$ cat config.mk
export PLATFORM = sky130hd
export DESIGN_NAME = bax_aux_out
export DESIGN_NICKNAME = d
export VERILOG_FILES = /design/src/bax_pkg.sv /design/src/bax_hold_timer.sv /design/src/bax_aux_out.sv
export SDC_FILE = /design/constraint.sdc
export NUM_CORES = 1
export LEC_CHECK = 0
export BUFFER_PORTS_ARGS = -buffer_cell sky130_fd_sc_hd__buf_2
export CAP_MARGIN = 10
export CORE_ASPECT_RATIO = 1.75
export CORE_MARGIN = 2
export CORE_UTILIZATION = 57
export CTS_CLUSTER_DIAMETER = 50
export DETAILED_ROUTE_END_ITERATION = 10
export PLACE_DENSITY = 0.82
export SYNTH_ARGS = -nofsm -noshare
export SYNTH_HDL_FRONTEND = slang
export SYNTH_SLANG_ARGS = --single-unit
$ cat constraint.sdc
create_clock -name ref_clk_i -period 2.7 [get_ports ref_clk_i]
set_input_delay 0.27 -clock ref_clk_i [delete_from_list [all_inputs] [get_ports ref_clk_i]]
set_output_delay 0.27 -clock ref_clk_i [all_outputs]
set_load 0.02 [all_outputs]
$ cat src/bax_pkg.sv
// Package of constants and types for the barrier auxiliary outputs
// How it works
// - Ticket activation holds the interlock active
// - Interlock releases when barrier reaches closed
// - Interlock on: activate on trigger contact opening
// - Interlock off: activate on trigger contact closing
// - Each feature drives only its selected output
// - Closed polarity: output closed while interlock active
// - Open polarity: output open while interlock active
// - Light enable independent, off after reset
// - Four light profiles selectable
// - Hold profile: on from activation through motion
// - Hold profile: on for courtesy time, then off
// - Motion profile: on only while moving
// - Flashing profile: flash during motion and pre-delay
// - Steady profile: flashing conditions, but steady on
// - Courtesy phase starts after motorised stop only
// - Courtesy time four seconds to 9h59m59s
package bax_pkg;
    // Clock and time figures
    localparam int CLK_PERIOD_NS   = 4;
    localparam int SEC_NS          = 1_000_000_000;
    localparam int SEC_CYC         = SEC_NS / CLK_PERIOD_NS;
    localparam int FLASH_PERIOD_MS = 1000;
    localparam int FLASH_HALF_CYC  =
        (FLASH_PERIOD_MS * 1_000_000 / 2) / CLK_PERIOD_NS;
    // Courtesy time range in seconds
    localparam logic [15:0] HOLD_MIN_S = 16'h0004;
    localparam logic [15:0] HOLD_MAX_S = 16'h8c9f;
    localparam logic [15:0] HOLD_RST_S = 16'h003c;
    // Register byte addresses
    localparam int          ADDR_W     = 8;
    localparam logic [7:0]  CTRL_ADDR  = 8'h00;
    localparam logic [7:0]  HOLD_ADDR  = 8'h04;
    localparam logic [7:0]  STAT_ADDR  = 8'h08;
    // Control register width and reset value
    localparam int          CTRL_W     = 11;
    localparam logic [10:0] CTRL_RST   = 11'h000;
    // Status field positions
    localparam int          ST_IL_BIT   = 0;
    localparam int          ST_LI_BIT   = 1;
    localparam int          ST_BUSY_BIT = 2;
    localparam int          ST_LINE_BIT = 3;
    localparam int          ST_SECS_LSB = 16;
    // Number of physical outputs
    localparam int          NUM_PHYS    = 5;

    // Output route codes
    typedef enum logic [2:0] {
        RT_OFF     = 3'b000,
        RT_RELAY   = 3'b001,
        RT_BIDIR   = 3'b010,
        RT_AUX     = 3'b011,
        RT_LAMP    = 3'b100,
        RT_SOUNDER = 3'b101
    } bax_route_type;

    // Light profiles
    typedef enum logic [1:0] {
        PR_HOLD   = 2'b00,
        PR_MOTION = 2'b01,
        PR_FLASH  = 2'b10,
        PR_STEADY = 2'b11
    } bax_profile_type;

    // Interlock states
    typedef enum logic {
        IL_FREE = 1'b0,
        IL_HELD = 1'b1
    } bax_il_type;

    // Control register layout
    typedef struct packed {
        bax_profile_type profile;
        bax_route_type   light_route;
        logic            light_en;
        logic            ti_open_pol;
        bax_route_type   ti_route;
        logic            ti_en;
    } bax_ctrl_type;

    // Barrier condition from motor control
    typedef struct packed {
        logic moving;
        logic motorised;
        logic pre_delay;
        logic closed;
    } bax_barrier_type;

    // Physical outputs, bit index plus one is the route code
    typedef struct packed {
        logic sounder;
        logic lamp;
        logic aux;
        logic bidir;
        logic relay;
    } bax_phys_type;
endpackage : bax_pkg

$ cat src/bax_hold_timer.sv
// Courtesy hold timer counting whole seconds
`timescale 1ns/1ps
module bax_hold_timer
    import bax_pkg::*;
#(
    parameter int SEC_CYC_P = SEC_CYC
) (
    input  wire logic        ref_clk_i,
    input  wire logic        rst_n_i,
    input  wire logic        start_i,   // Load and start
    input  wire logic [15:0] secs_i,    // Seconds to hold
    output logic             busy_o,    // Hold running
    output logic [15:0]      secs_o     // Seconds left
);
    logic [27:0] div_q;                 // Cycles within a second
    logic [27:0] div_d;
    logic [15:0] sec_q;                 // Seconds remaining
    logic [15:0] sec_d;
    logic        tick;                  // One-second enable

    assign tick = (div_q == 28'(SEC_CYC_P - 1));

    // Next count
    always_comb begin
        div_d = div_q;
        sec_d = sec_q;
        if (start_i) begin
            // Restart from the full hold time
            div_d = '0;
            sec_d = secs_i;
        end else if (sec_q != 16'h0000) begin
            if (tick) begin
                div_d = '0;
                sec_d = sec_q - 16'h0001;
            end else begin
                div_d = div_q + 28'h0000001;
            end
        end
    end

    // Count registers
    always_ff @(posedge ref_clk_i) begin
        if (!rst_n_i) begin
            div_q <= '0;
            sec_q <= '0;
        end else begin
            div_q <= div_d;
            sec_q <= sec_d;
        end
    end

    assign busy_o = (sec_q != 16'h0000);
    assign secs_o = sec_q;
endmodule : bax_hold_timer

$ cat src/bax_aux_out.sv
// Ticket interlock and courtesy light outputs with APB registers
`timescale 1ns/1ps
module bax_aux_out
    import bax_pkg::*;
#(
    parameter int SEC_CYC_P   = SEC_CYC,
    parameter int FLASH_CYC_P = FLASH_HALF_CYC
) (
    input  wire logic              ref_clk_i,
    input  wire logic              rst_n_i,
    input  wire logic              psel_i,
    input  wire logic              penable_i,
    input  wire logic              pwrite_i,
    input  wire logic [ADDR_W-1:0] paddr_i,
    input  wire logic [31:0]       pwdata_i,
    output logic [31:0]            prdata_o,
    output logic                   pready_o,
    output logic                   pslverr_o,
    input  wire logic              pulse_trig_i,  // Contact closed
    input  wire bax_barrier_type   barrier_i,     // Barrier condition
    input  wire logic              aux_line_i,    // Bidir line level
    output logic                   activate_o,    // Activation pulse
    output bax_phys_type           phys_o,        // Outputs asserted
    output logic                   aux_line_o,    // Bidir line value
    output logic                   aux_line_oe_o  // Bidir line sink
);
    // Register state
    bax_ctrl_type cfg_q;               // Control register
    bax_ctrl_type cfg_d;
    logic [15:0]  hold_q;              // Courtesy time in seconds
    logic [15:0]  hold_d;
    logic [31:0]  prdata_q;            // Read data
    logic [31:0]  prdata_d;
    logic         slverr_q;            // Unmapped address
    logic         slverr_d;
    // Trigger and interlock state
    logic         trig_q;              // Previous trigger level
    logic         closed_q;            // Previous closed level
    logic         act_q;               // Activation pulse
    logic         act_d;
    bax_il_type   il_q;                // Interlock state
    bax_il_type   il_d;
    // Light state
    logic         mot_q;               // Motorised motion last cycle
    logic         mot;
    logic         stop_evt;            // Motorised motion ended
    logic         actl_q;              // Activation awaiting motion
    logic         actl_d;
    logic [27:0]  fl_cnt_q;            // Flash half-period count
    logic [27:0]  fl_cnt_d;
    logic         flash_q;             // Flash phase
    logic         flash_d;
    logic         warn;                // Motion or pre-delay
    logic         prof_on;             // Profile wants light
    logic         light_q;             // Light state
    logic         light_d;
    logic         busy;                // Courtesy phase running
    logic [15:0]  secs_left;           // Courtesy seconds left
    // Output routing
    logic [NUM_PHYS-1:0] phys_d;
    bax_phys_type        phys_q;
    logic [NUM_PHYS-1:0] route_mask;   // Outputs any feature selects
    logic         il_level;            // Interlock after polarity
    // Bus decode
    logic         setup;
    logic         wr_en;

    assign setup = psel_i & ~penable_i;
    assign wr_en = psel_i & penable_i & pwrite_i;

    // Register writes and registered read answer
    always_comb begin
        cfg_d    = cfg_q;
        hold_d   = hold_q;
        prdata_d = prdata_q;
        slverr_d = slverr_q;
        if (wr_en && !slverr_q) begin
            if (paddr_i == CTRL_ADDR) begin
                cfg_d = bax_ctrl_type'(pwdata_i[CTRL_W-1:0]);
            end else if (paddr_i == HOLD_ADDR) begin
                // Keep the courtesy time inside its range
                if (pwdata_i[31:16] != 16'h0000 ||
                    pwdata_i[15:0] > HOLD_MAX_S) begin
                    hold_d = HOLD_MAX_S;
                end else if (pwdata_i[15:0] < HOLD_MIN_S) begin
                    hold_d = HOLD_MIN_S;
                end else begin
                    hold_d = pwdata_i[15:0];
                end
            end
        end
        if (setup) begin
            // Capture read data during the setup cycle
            prdata_d = '0;
            slverr_d = 1'b0;
            case (paddr_i)
                CTRL_ADDR: prdata_d[CTRL_W-1:0] = cfg_q;
                HOLD_ADDR: prdata_d[15:0] = hold_q;
                STAT_ADDR: begin
                    prdata_d[ST_IL_BIT]   = (il_q == IL_HELD);
                    prdata_d[ST_LI_BIT]   = light_q;
                    prdata_d[ST_BUSY_BIT] = busy;
                    prdata_d[ST_LINE_BIT] = aux_line_i;
                    prdata_d[ST_SECS_LSB +: 16] = secs_left;
                end
                default: slverr_d = 1'b1;
            endcase
        end
    end

    // Register file flops
    always_ff @(posedge ref_clk_i) begin
        if (!rst_n_i) begin
            cfg_q    <= bax_ctrl_type'(CTRL_RST);
            hold_q   <= HOLD_RST_S;
            prdata_q <= '0;
            slverr_q <= 1'b0;
        end else begin
            cfg_q    <= cfg_d;
            hold_q   <= hold_d;
            prdata_q <= prdata_d;
            slverr_q <= slverr_d;
        end
    end

    assign pready_o  = 1'b1;
    assign prdata_o  = prdata_q;
    assign pslverr_o = slverr_q & psel_i & penable_i;

    // Trigger edge select and interlock next state
    always_comb begin
        if (cfg_q.ti_en) begin
            act_d = trig_q & ~pulse_trig_i;
        end else begin
            act_d = ~trig_q & pulse_trig_i;
        end
        il_d = il_q;
        case (il_q)
            IL_FREE: begin
                // A ticket activation locks further tickets
                if (cfg_q.ti_en && act_q) begin
                    il_d = IL_HELD;
                end
            end
            IL_HELD: begin
                if (!cfg_q.ti_en) begin
                    il_d = IL_FREE;
                end else if (act_q) begin
                    il_d = IL_HELD;
                end else if (barrier_i.closed && !closed_q) begin
                    il_d = IL_FREE;
                end
            end
            default: il_d = IL_FREE;
        endcase
    end

    // Trigger and interlock flops
    always_ff @(posedge ref_clk_i) begin
        if (!rst_n_i) begin
            trig_q   <= 1'b0;
            closed_q <= 1'b0;
            act_q    <= 1'b0;
            il_q     <= IL_FREE;
        end else begin
            trig_q   <= pulse_trig_i;
            closed_q <= barrier_i.closed;
            act_q    <= act_d;
            il_q     <= il_d;
        end
    end

    assign activate_o = act_q;

    // Courtesy phase timer, started when motorised motion stops
    bax_hold_timer #(
        .SEC_CYC_P (SEC_CYC_P)
    ) u_hold (
        .ref_clk_i (ref_clk_i),
        .rst_n_i   (rst_n_i),
        .start_i   (stop_evt),
        .secs_i    (hold_q),
        .busy_o    (busy),
        .secs_o    (secs_left)
    );

    assign mot      = barrier_i.moving & barrier_i.motorised;
    assign stop_evt = mot_q & ~mot;
    assign warn     = barrier_i.moving | barrier_i.pre_delay;

    // Light profile, flash divider and activation latch
    always_comb begin
        // Latch activation until motion or the courtesy phase begins
        actl_d = (actl_q | act_q) & ~barrier_i.moving & ~stop_evt;
        fl_cnt_d = fl_cnt_q;
        flash_d  = flash_q;
        if (!warn) begin
            // Each warning begins in the lit half
            fl_cnt_d = '0;
            flash_d  = 1'b1;
        end else if (fl_cnt_q == 28'(FLASH_CYC_P - 1)) begin
            fl_cnt_d = '0;
            flash_d  = ~flash_q;
        end else begin
            fl_cnt_d = fl_cnt_q + 28'h0000001;
        end
        // The stop cycle keeps the light up until the timer shows busy
        case (cfg_q.profile)
            PR_HOLD:   prof_on = actl_q | act_q | warn | busy
                                 | stop_evt;
            PR_MOTION: prof_on = barrier_i.moving;
            PR_FLASH:  prof_on = warn & flash_q;
            PR_STEADY: prof_on = warn;
            default:   prof_on = 1'b0;
        endcase
        light_d = cfg_q.light_en & prof_on;
    end

    // Light flops
    always_ff @(posedge ref_clk_i) begin
        if (!rst_n_i) begin
            mot_q    <= 1'b0;
            actl_q   <= 1'b0;
            fl_cnt_q <= '0;
            flash_q  <= 1'b1;
            light_q  <= 1'b0;
        end else begin
            mot_q    <= mot;
            actl_q   <= actl_d;
            fl_cnt_q <= fl_cnt_d;
            flash_q  <= flash_d;
            light_q  <= light_d;
        end
    end

    // Polarity acts on the routed output, so open sense inverts it
    assign il_level = (il_q == IL_HELD) ^ cfg_q.ti_open_pol;

    // Route each feature to the output whose code it selects
    for (genvar g = 0; g < NUM_PHYS; g++) begin : g_route
        logic ti_sel;
        logic li_sel;
        assign ti_sel = (cfg_q.ti_route == bax_route_type'(3'(g + 1)));
        assign li_sel = (cfg_q.light_route == bax_route_type'(3'(g + 1)));
        assign phys_d[g] = (ti_sel & il_level) | (li_sel & light_q);
        assign route_mask[g] = ti_sel | li_sel;
    end

    // Output flops
    always_ff @(posedge ref_clk_i) begin
        if (!rst_n_i) begin
            phys_q <= '0;
        end else begin
            phys_q <= bax_phys_type'(phys_d);
        end
    end

    assign phys_o        = phys_q;
    assign aux_line_o    = 1'b0;           // Line is only ever sunk
    assign aux_line_oe_o = phys_q.bidir;

    // Checks
    AST_IL_SET: assert property (@(posedge ref_clk_i) disable iff (!rst_n_i)
        (act_q && cfg_q.ti_en) |=> (il_q == IL_HELD))
        else $error("interlock not held after activation");
    AST_IL_FREE: assert property (@(posedge ref_clk_i)
        disable iff (!rst_n_i)
        (barrier_i.closed && !closed_q && !act_q) |=> (il_q == IL_FREE))
        else $error("interlock not released at closed");
    AST_TRIG_OPEN: assert property (@(posedge ref_clk_i)
        disable iff (!rst_n_i)
        (cfg_q.ti_en && trig_q && !pulse_trig_i) |=> activate_o)
        else $error("no activation on contact opening");
    AST_TRIG_CLOSE: assert property (@(posedge ref_clk_i)
        disable iff (!rst_n_i)
        (!cfg_q.ti_en && !trig_q && pulse_trig_i) |=> activate_o)
        else $error("no activation on contact closing");
    AST_ROUTE: assert property (@(posedge ref_clk_i) disable iff (!rst_n_i)
        ##1 ((phys_o & ~$past(route_mask)) == '0))
        else $error("unselected output asserted");
    AST_POL: assert property (@(posedge ref_clk_i) disable iff (!rst_n_i)
        (il_q == IL_HELD && cfg_q.ti_route == RT_RELAY &&
         cfg_q.light_route != RT_RELAY)
        |=> (phys_o.relay == !$past(cfg_q.ti_open_pol)))
        else $error("interlock polarity wrong on relay");
    AST_LIGHT_EN: assert property (@(posedge ref_clk_i)
        disable iff (!rst_n_i)
        !cfg_q.light_en |=> !light_q)
        else $error("light on while disabled");
    AST_MOTION: assert property (@(posedge ref_clk_i) disable iff (!rst_n_i)
        (cfg_q.profile == PR_MOTION && !barrier_i.moving) |=> !light_q)
        else $error("motion profile lit while stationary");
    AST_STEADY: assert property (@(posedge ref_clk_i) disable iff (!rst_n_i)
        (cfg_q.light_en && cfg_q.profile == PR_STEADY && warn)
        |=> light_q)
        else $error("steady profile not lit");
    AST_HOLD: assert property (@(posedge ref_clk_i) disable iff (!rst_n_i)
        (cfg_q.light_en && cfg_q.profile == PR_HOLD && stop_evt)
        |=> light_q ##1 (light_q && busy))
        else $error("courtesy phase not lit after stop");
    CV_IL: cover property (@(posedge ref_clk_i) disable iff (!rst_n_i)
        (il_q == IL_HELD) ##[1:50] (il_q == IL_FREE));
    CV_FLASH: cover property (@(posedge ref_clk_i) disable iff (!rst_n_i)
        (cfg_q.profile == PR_FLASH && light_q) ##1 !light_q);
    CV_HOLD_END: cover property (@(posedge ref_clk_i)
        disable iff (!rst_n_i) busy ##1 !busy);
    CV_WRITE: cover property (@(posedge ref_clk_i) disable iff (!rst_n_i)
        wr_en && paddr_i == CTRL_ADDR);
endmodule : bax_aux_out

==> flow_metrics.tcl, run 1 <==
set metrics [dict create \
    post_synth_edffs 0 \
    synth_sequential_area_ratio_pct 44.1 \
    critical_path_required_ns 3.04 \
    routed_via_count_divided_by_cell_count 6.21 \
    netlist.area_leader.share_pct 44.1 \
    detail_route.first_pass.iterations 5 \
    port-buffer-count 90 \
    synth.area.top_cells "sky130_fd_sc_hd__dfxtp_1, sky130_fd_sc_hd__nor2_1, sky130_fd_sc_hd__xnor2_1, sky130_fd_sc_hd__nor2b_1, sky130_fd_sc_hd__o21ai_0" \
    layout.cells.non_filler 975 \
    maxSlewHeadroom_pct 26.5 \
    fill_cells 843 \
    maxCapViolations 0 \
    run_status "finished, final reports clean" \
    worstSetupPathType "reg2reg" \
    layout-area-overhead-vs-synth_pct 17.0 \
    power_switching_mw 1.15 \
    worst_path_dominant_cell_family "simple AND/OR/NAND/NOR gates" \
    groute.usage.overall_pct 26.6 \
    place.gp.congestion 0.949 \
    power-per-cell-area_nw_per_um2 631 \
    pre_cts_slack_ns 0.0640 \
    timing.hold.worst.class "in2reg" \
    grt.overflow.total 0 \
    clock_sink_count 145 \
    cts.reportedPaths.clkPinSlew_ns 0.06 \
    final_max_slew_viol_count 0 \
    postRouteWirelength_mm 16.6 \
    timing.final.hold_violations 0 \
    dominant_synthesized_flop_cell "sky130_fd_sc_hd__dfxtp_1" \
    power.share.combinational_pct 6.7 \
    effective_utilization_at_floorplan_pct 58.9 \
    nNetsFinal 885 \
    fin_crit_ns 2.43 \
    irDropWorstVdd_uv 528 \
    pin_slew_with_the_least_headroom_to_its_limit_ns 1.10 \
    first_global_vias 6044 \
    ios 93 \
    design.die.area_um2 12400 \
    critical_path_peak_fanout 11 \
    p_int_mw 3.70 \
    detail_routed_net_length_per_standard_cell_um 17.0 \
    antenna_found_initial 0 \
    sequential_power_share_pct 45.4 \
    wire_length_of_the_first_global_routing_pass_mm 27.1 \
    post_synth_num_cell_types 61 \
    cts_max_level 4 \
    worst_path_largest_cell_delay_ns 0.62 \
    post-route-period-util_pct 89.8 \
    critical_path_arrival_ns 2.76 \
    synth_area_leader_cell "sky130_fd_sc_hd__dfxtp_1" \
    slowest_stage "sky130_fd_sc_hd__or4_4" \
    critical_path.n_buffers_inverters 1 \
    synth.net_count 804 \
    crit_path_start_kind "flip-flop" \
    syn_area_per_cell_um2 8.78 \
    final_layout_size_suffix_gt1_share_pct 18.5 \
    synthesis.yosys.warnings 0 \
    synth_seq_cells 145 \
    p_sw_share_pct 23.8 \
    clock_power_share_pct 47.8 \
    tritoncts_clock_tree "done" \
    syn-cell-area_um2 6580 \
    power_after_layout_mw 4.86 \
    yosys.cell_count.top_type "sky130_fd_sc_hd__dfxtp_1" \
    synth_cells 749 \
    leakage_nw 2.89 \
    antenna_left 0 \
    num_antenna_cells 0 \
    ctsLongestPathBuffers 2 \
    holdBufCountCts 0 \
    clock_tree.root_cell "sky130_fd_sc_hd__clkbuf_16" \
    placedCellCount 943 \
    synthTopCellsByCount "sky130_fd_sc_hd__dfxtp_1, sky130_fd_sc_hd__nor2_1, sky130_fd_sc_hd__nand2_1" \
    worst_setup_path_end_kind "flip-flop" \
    dp_hpwl_mm 12.1 \
    largest_net_degree_at_the_start_of_global_routing 70 \
    clock_skew_ns 0.00895 \
    drt_first_iter_violations 320 \
    floorplan.die.height_um 146 \
    synth_async_sr_flop_share_pct 0 \
    rsz_0062_raised_after_global_routing "no" \
    crit_path_cell_trace "inv_1 > ha_1 > nor4b_2 > and4_2 > or4_4 > or3_2 > a21oi_1" \
    cts-buffers-inserted 17 \
    timing.final.ws_setup_ns 0.274 \
    drc_errors 0 \
    core_um2 11200 \
    via_count 6052 \
    clk_latency_ns 0.42 \
    std_cell_rows 51 \
    setup_viol 0 \
    tns_ns 0 \
    fmax_mhz 412 \
    floorplan.die.width_um 85.2 \
]
-- registers in the layout (all words and copies together) (netlist names), 4 cells and up --
signal	count
cfg_q	11
fl_cnt_q	28
hold_q	16
phys_o	4
prdata_o	32
u_hold.div_q	28
u_hold.secs_o	16
-- layout by cell type (no fill, tap or decap), types with 9 or more instances in the layout --
cell / instances
sky130_fd_sc_hd__a21oi_1: 24
sky130_fd_sc_hd__a22oi_1: 20
sky130_fd_sc_hd__a31oi_1: 13
sky130_fd_sc_hd__and3_1: 14
sky130_fd_sc_hd__buf_2: 90
sky130_fd_sc_hd__buf_4: 13
sky130_fd_sc_hd__clkbuf_16: 17
sky130_fd_sc_hd__dfxtp_1: 145
sky130_fd_sc_hd__inv_1: 16
sky130_fd_sc_hd__mux2i_1: 15
sky130_fd_sc_hd__nand2_1: 44
sky130_fd_sc_hd__nand3_1: 38
sky130_fd_sc_hd__nand4_1: 13
sky130_fd_sc_hd__nor2_1: 75
sky130_fd_sc_hd__nor2b_1: 34
sky130_fd_sc_hd__nor3_1: 19
sky130_fd_sc_hd__nor3b_1: 9
sky130_fd_sc_hd__nor4_1: 21
sky130_fd_sc_hd__o21ai_0: 39
sky130_fd_sc_hd__or3_1: 16
sky130_fd_sc_hd__or4_1: 9
sky130_fd_sc_hd__xnor2_1: 32
sky130_fd_sc_hd__xor2_1: 12
-- power by group through the flow --
stage	clock network [mW]	registers (mW)	logic (mW)
final	2.32	2.21	0.327
after global routing	2.42	2.21	0.355
after CTS	2.33	2.20	0.322
after detailed placement	0	2.25	0.319
after global placement	0	2.25	0.305
after floorplan	0	2.25	0.198
-- metal layers --
metal | up-vias | share of wire [%] | GRT usage, % | wire length [um]
met5 | - | 0 | 0 | 0
met4 | 0 | 4.7 | 16.3 | 774
met3 | 64 | 5.3 | 6.11 | 876
met2 | 242 | 54 | 49.2 | 8990
met1 | 2872 | 36 | 26.0 | 5970
li1 | 2874 | - | - | -
-- final cells by class --
cell class,count,area [um^2],area share [%]
Multi-Input combinational cell,547,3430,44.6
Sequential cell,145,2900,37.7
Timing Repair Buffer,103,548,7.12
Clock buffer,19,453,5.88
Tap cell,132,165,2.15
Clock inverter,13,138,1.79
Inverter,16,60.1,0.780
-- metrics by stage --
step / hold slack [ns] / utilization (%) / cell area [um^2]
after floorplan: 0.349 / - / 6580
after global placement: 0.445 / 63.5 / 7090
after detailed placement: 0.455 / 63.5 / 7090
after CTS: 0.0880 / 68.8 / 7680
after global routing: 0.0889 / 68.9 / 7700
final: 0.0924 / 68.9 / 7700
-- worst reg2reg max path, stage by stage (launching register included) --
cell,delay (ns)
sky130_fd_sc_hd__dfxtp_1,0.34
sky130_fd_sc_hd__inv_1,0.10
sky130_fd_sc_hd__ha_1,0.22
sky130_fd_sc_hd__nor4b_2,0.18
sky130_fd_sc_hd__and4_2,0.25
sky130_fd_sc_hd__or4_4,0.62
sky130_fd_sc_hd__or3_2,0.48
sky130_fd_sc_hd__a21oi_1,0.15
-- final timing paths --
path                     from  slack (ns)  depth (start not counted)                to
max          u_hold.secs_o[0]        0.27                          7  u_hold.div_q[27]
min              barrier_i[0]        0.09                          2          closed_q
max reg2reg  u_hold.secs_o[0]        0.27                          7  u_hold.div_q[27]
min reg2reg      prdata_o[12]        0.46                          2      prdata_o[12]
-- cell families after synthesis --
| kind of cell | after synthesis | synth area share, % |
|---|---|---|
| AO/OA/AOI/OAI | 139 | 14.0 |
| XOR/XNOR | 44 | 5.86 |
| adder cells (fa/ha/maj) | 4 | 0.761 |
| buffers and inverters | 57 | 3.98 |
| flip-flops | 145 | 44.1 |
| multiplexers | 16 | 2.45 |
| other | 2 | 0.114 |
| AND/OR/NAND/NOR | 342 | 28.7 |
-- timing repair --
item,4_1_cts,5_1_grt
endpoints found under the setup margin,0,26
gates resized for setup,0,2
setup buffers,0,0
Note: power is estimated with default switching activity, not from simulation.
==> inputs of run 2 (changes only) <==
--- a/config.mk
+++ b/config.mk
@@ -7,5 +7,4 @@
 export LEC_CHECK = 0
 export BUFFER_PORTS_ARGS = -buffer_cell sky130_fd_sc_hd__buf_2
-export CAP_MARGIN = 10
 export CORE_ASPECT_RATIO = 1.75
 export CORE_MARGIN = 2
==> constraint.sdc (replaced) <==
create_clock -name ref_clk_i -period 2.7 [get_ports ref_clk_i]
set_input_delay 0.405 -clock ref_clk_i [delete_from_list [all_inputs] [get_ports ref_clk_i]]
set_output_delay 0.405 -clock ref_clk_i [all_outputs]
set_load 0.01 [all_outputs]
==> run 2 against run 1 <==
Net effect: sequential power is essentially flat; combinational power shrank 2%; critical path depth grew 1; cell count is the same; first-iteration DRC count grew 29%; clock skew shrank 0.0010 ns; routed wire length grew 3.9%; sequential cell count is the same; die area is the same; hold slack gained 0.12 ns.
==> flow_metrics.tcl, run 2 (same netlist as run 1, synthesis figures left out) <==
set metrics [dict create \
    post-route-period-util_pct 89.3 \
    dp_hpwl_mm 12.3 \
    area_after_dpl_um2 7110 \
    design.die.area_um2 12400 \
    crit_path_start_kind "flip-flop" \
    finish.utilization_pct 68.9 \
    detail_route.first_pass.iterations 7 \
    power-per-cell-area_nw_per_um2 625 \
    holdBufCountCts 0 \
    drt_first_iter_violations 414 \
    post-route-cell-area_um2 7690 \
    clock_tree.root_cell "sky130_fd_sc_hd__clkbuf_16" \
    ios 93 \
    worst_path_largest_cell_delay_ns 0.47 \
    num_antenna_cells 0 \
    power_after_layout_mw 4.81 \
    critical_path_arrival_ns 2.74 \
    worst_setup_path_end_kind "flip-flop" \
    final_max_slew_viol_count 0 \
    final_common_cell "sky130_fd_sc_hd__dfxtp_1" \
    core_um2 11200 \
    setup_viol 0 \
    floorplan.die.height_um 146 \
    worst_path_dominant_cell_family "simple AND/OR/NAND/NOR gates" \
    placedCellCount 943 \
    critical_path.n_buffers_inverters 2 \
    timing.final.ws_setup_ns 0.288 \
    groute.usage.overall_pct 27.8 \
    final_cell_mix "sky130_fd_sc_hd__dfxtp_1, sky130_fd_sc_hd__buf_2, sky130_fd_sc_hd__nor2_1, sky130_fd_sc_hd__nand2_1, sky130_fd_sc_hd__o21ai_0" \
    wire_length_of_the_first_global_routing_pass_mm 28.1 \
    via_count 6127 \
    leakage_nw 2.87 \
    cp_num_cells 8 \
    effective_utilization_at_floorplan_pct 58.9 \
    cts.reportedPaths.clkPinSlew_ns 0.06 \
    drc_errors 0 \
    antenna_left 0 \
    rsz_0062_raised_after_global_routing "no" \
    timing.final.hold_violations 0 \
    place.gp.congestion 0.946 \
    nNetsFinal 885 \
    worstSetupPathType "reg2reg" \
    layout-area-overhead-vs-synth_pct 16.9 \
    largest_net_degree_at_the_start_of_global_routing 40 \
    routed_via_count_divided_by_cell_count 6.28 \
    grt.overflow.total 0 \
    clock_sink_count 145 \
    cts-buffers-inserted 17 \
    critical_path_required_ns 3.02 \
    maxCapViolations 0 \
    tns_ns 0 \
    critical_path_peak_fanout 30 \
    ctsLongestPathBuffers 2 \
    first_global_vias 6056 \
    fmax_mhz 415 \
    std_cell_rows 51 \
    pre_cts_slack_ns 0.182 \
    final_layout_size_suffix_gt1_share_pct 18.3 \
    whs_ns 0.211 \
    run_status "finished, final reports clean" \
    postRouteWirelength_mm 17.3 \
    maxSlewHeadroom_pct 23.3 \
    worst_hold_path_depth 2 \
    tritoncts_clock_tree "done" \
    slowest_stage "sky130_fd_sc_hd__nor4b_1" \
    clock_skew_ns 0.00791 \
    worstRegToRegCells 8 \
    fin_crit_ns 2.41 \
    irDropWorstVdd_uv 579 \
    clk_latency_ns 0.42 \
    pin_slew_with_the_least_headroom_to_its_limit_ns 1.15 \
    floorplan.die.width_um 85.2 \
    crit_path_frequent_cell "sky130_fd_sc_hd__nand4_1" \
    crit_path_cell_trace "inv_1 > ha_1 > nor4b_1 > nand4_1 > nand4_1 > buf_12 > mux2_2 > o21ai_0" \
    layout.cells.non_filler 975 \
    timing.hold.worst.class "in2reg" \
    detail_routed_net_length_per_standard_cell_um 17.7 \
    antenna_found_initial 0 \
    port-buffer-count 90 \
    cts_max_level 4 \
    largest_register_ff_count 32 \
    post-cts-setup-buffer-count 0 \
]
## run 2: layout make-up
| type | instances | area [um^2] |
|---|---|---|
| fillers | 856 | 3480 |
| inverters | 16 | 60.1 |
| clock buffers | 17 | 425 |
| multi-input cells | 547 | 3430 |
| clock inverters | 15 | 150 |
| flip-flops and latches | 145 | 2900 |
| well taps | 132 | 165 |
| repair buffers | 103 | 561 |
## run 2: worst reg2reg max path, cell delays in order (launching register included)
cell and delay (ns):
sky130_fd_sc_hd__dfxtp_1 0.32, sky130_fd_sc_hd__inv_1 0.16, sky130_fd_sc_hd__ha_1 0.19, sky130_fd_sc_hd__nor4b_1 0.47, sky130_fd_sc_hd__nand4_1 0.21, sky130_fd_sc_hd__nand4_1 0.19
sky130_fd_sc_hd__buf_12 0.20, sky130_fd_sc_hd__mux2_2 0.36, sky130_fd_sc_hd__o21ai_0 0.22
## run 2: power by group
part           leakage (nW)  internal, mW  switching [mW]
Combinational          1.43         0.123           0.197
Sequential             1.17          2.17          0.0369
Clock                 0.269          1.29           0.987
Total                  2.87          3.59            1.22
## run 2: layer usage
metal	part of all wire [%]	track usage (%)	vias to the layer above
met4	5.3	16.1	0
met2	54	50.9	245
met3	5.2	5.71	76
met5	0	0	-
met1	36	28.4	2928
li1	-	-	2878
## run 2: timing repair
action	CTS	global route
setup endpoints to repair	0	14
hold endpoints to repair	0	0
resized for setup	0	1
## run 2: final timing paths
kind                    startpoint               end  slack [ns]
setup / recovery  u_hold.secs_o[0]  u_hold.secs_o[1]        0.29
hold / removal        barrier_i[0]          closed_q        0.21
setup reg to reg  u_hold.secs_o[0]  u_hold.secs_o[1]        0.29
hold reg to reg       prdata_o[11]      prdata_o[11]        0.46
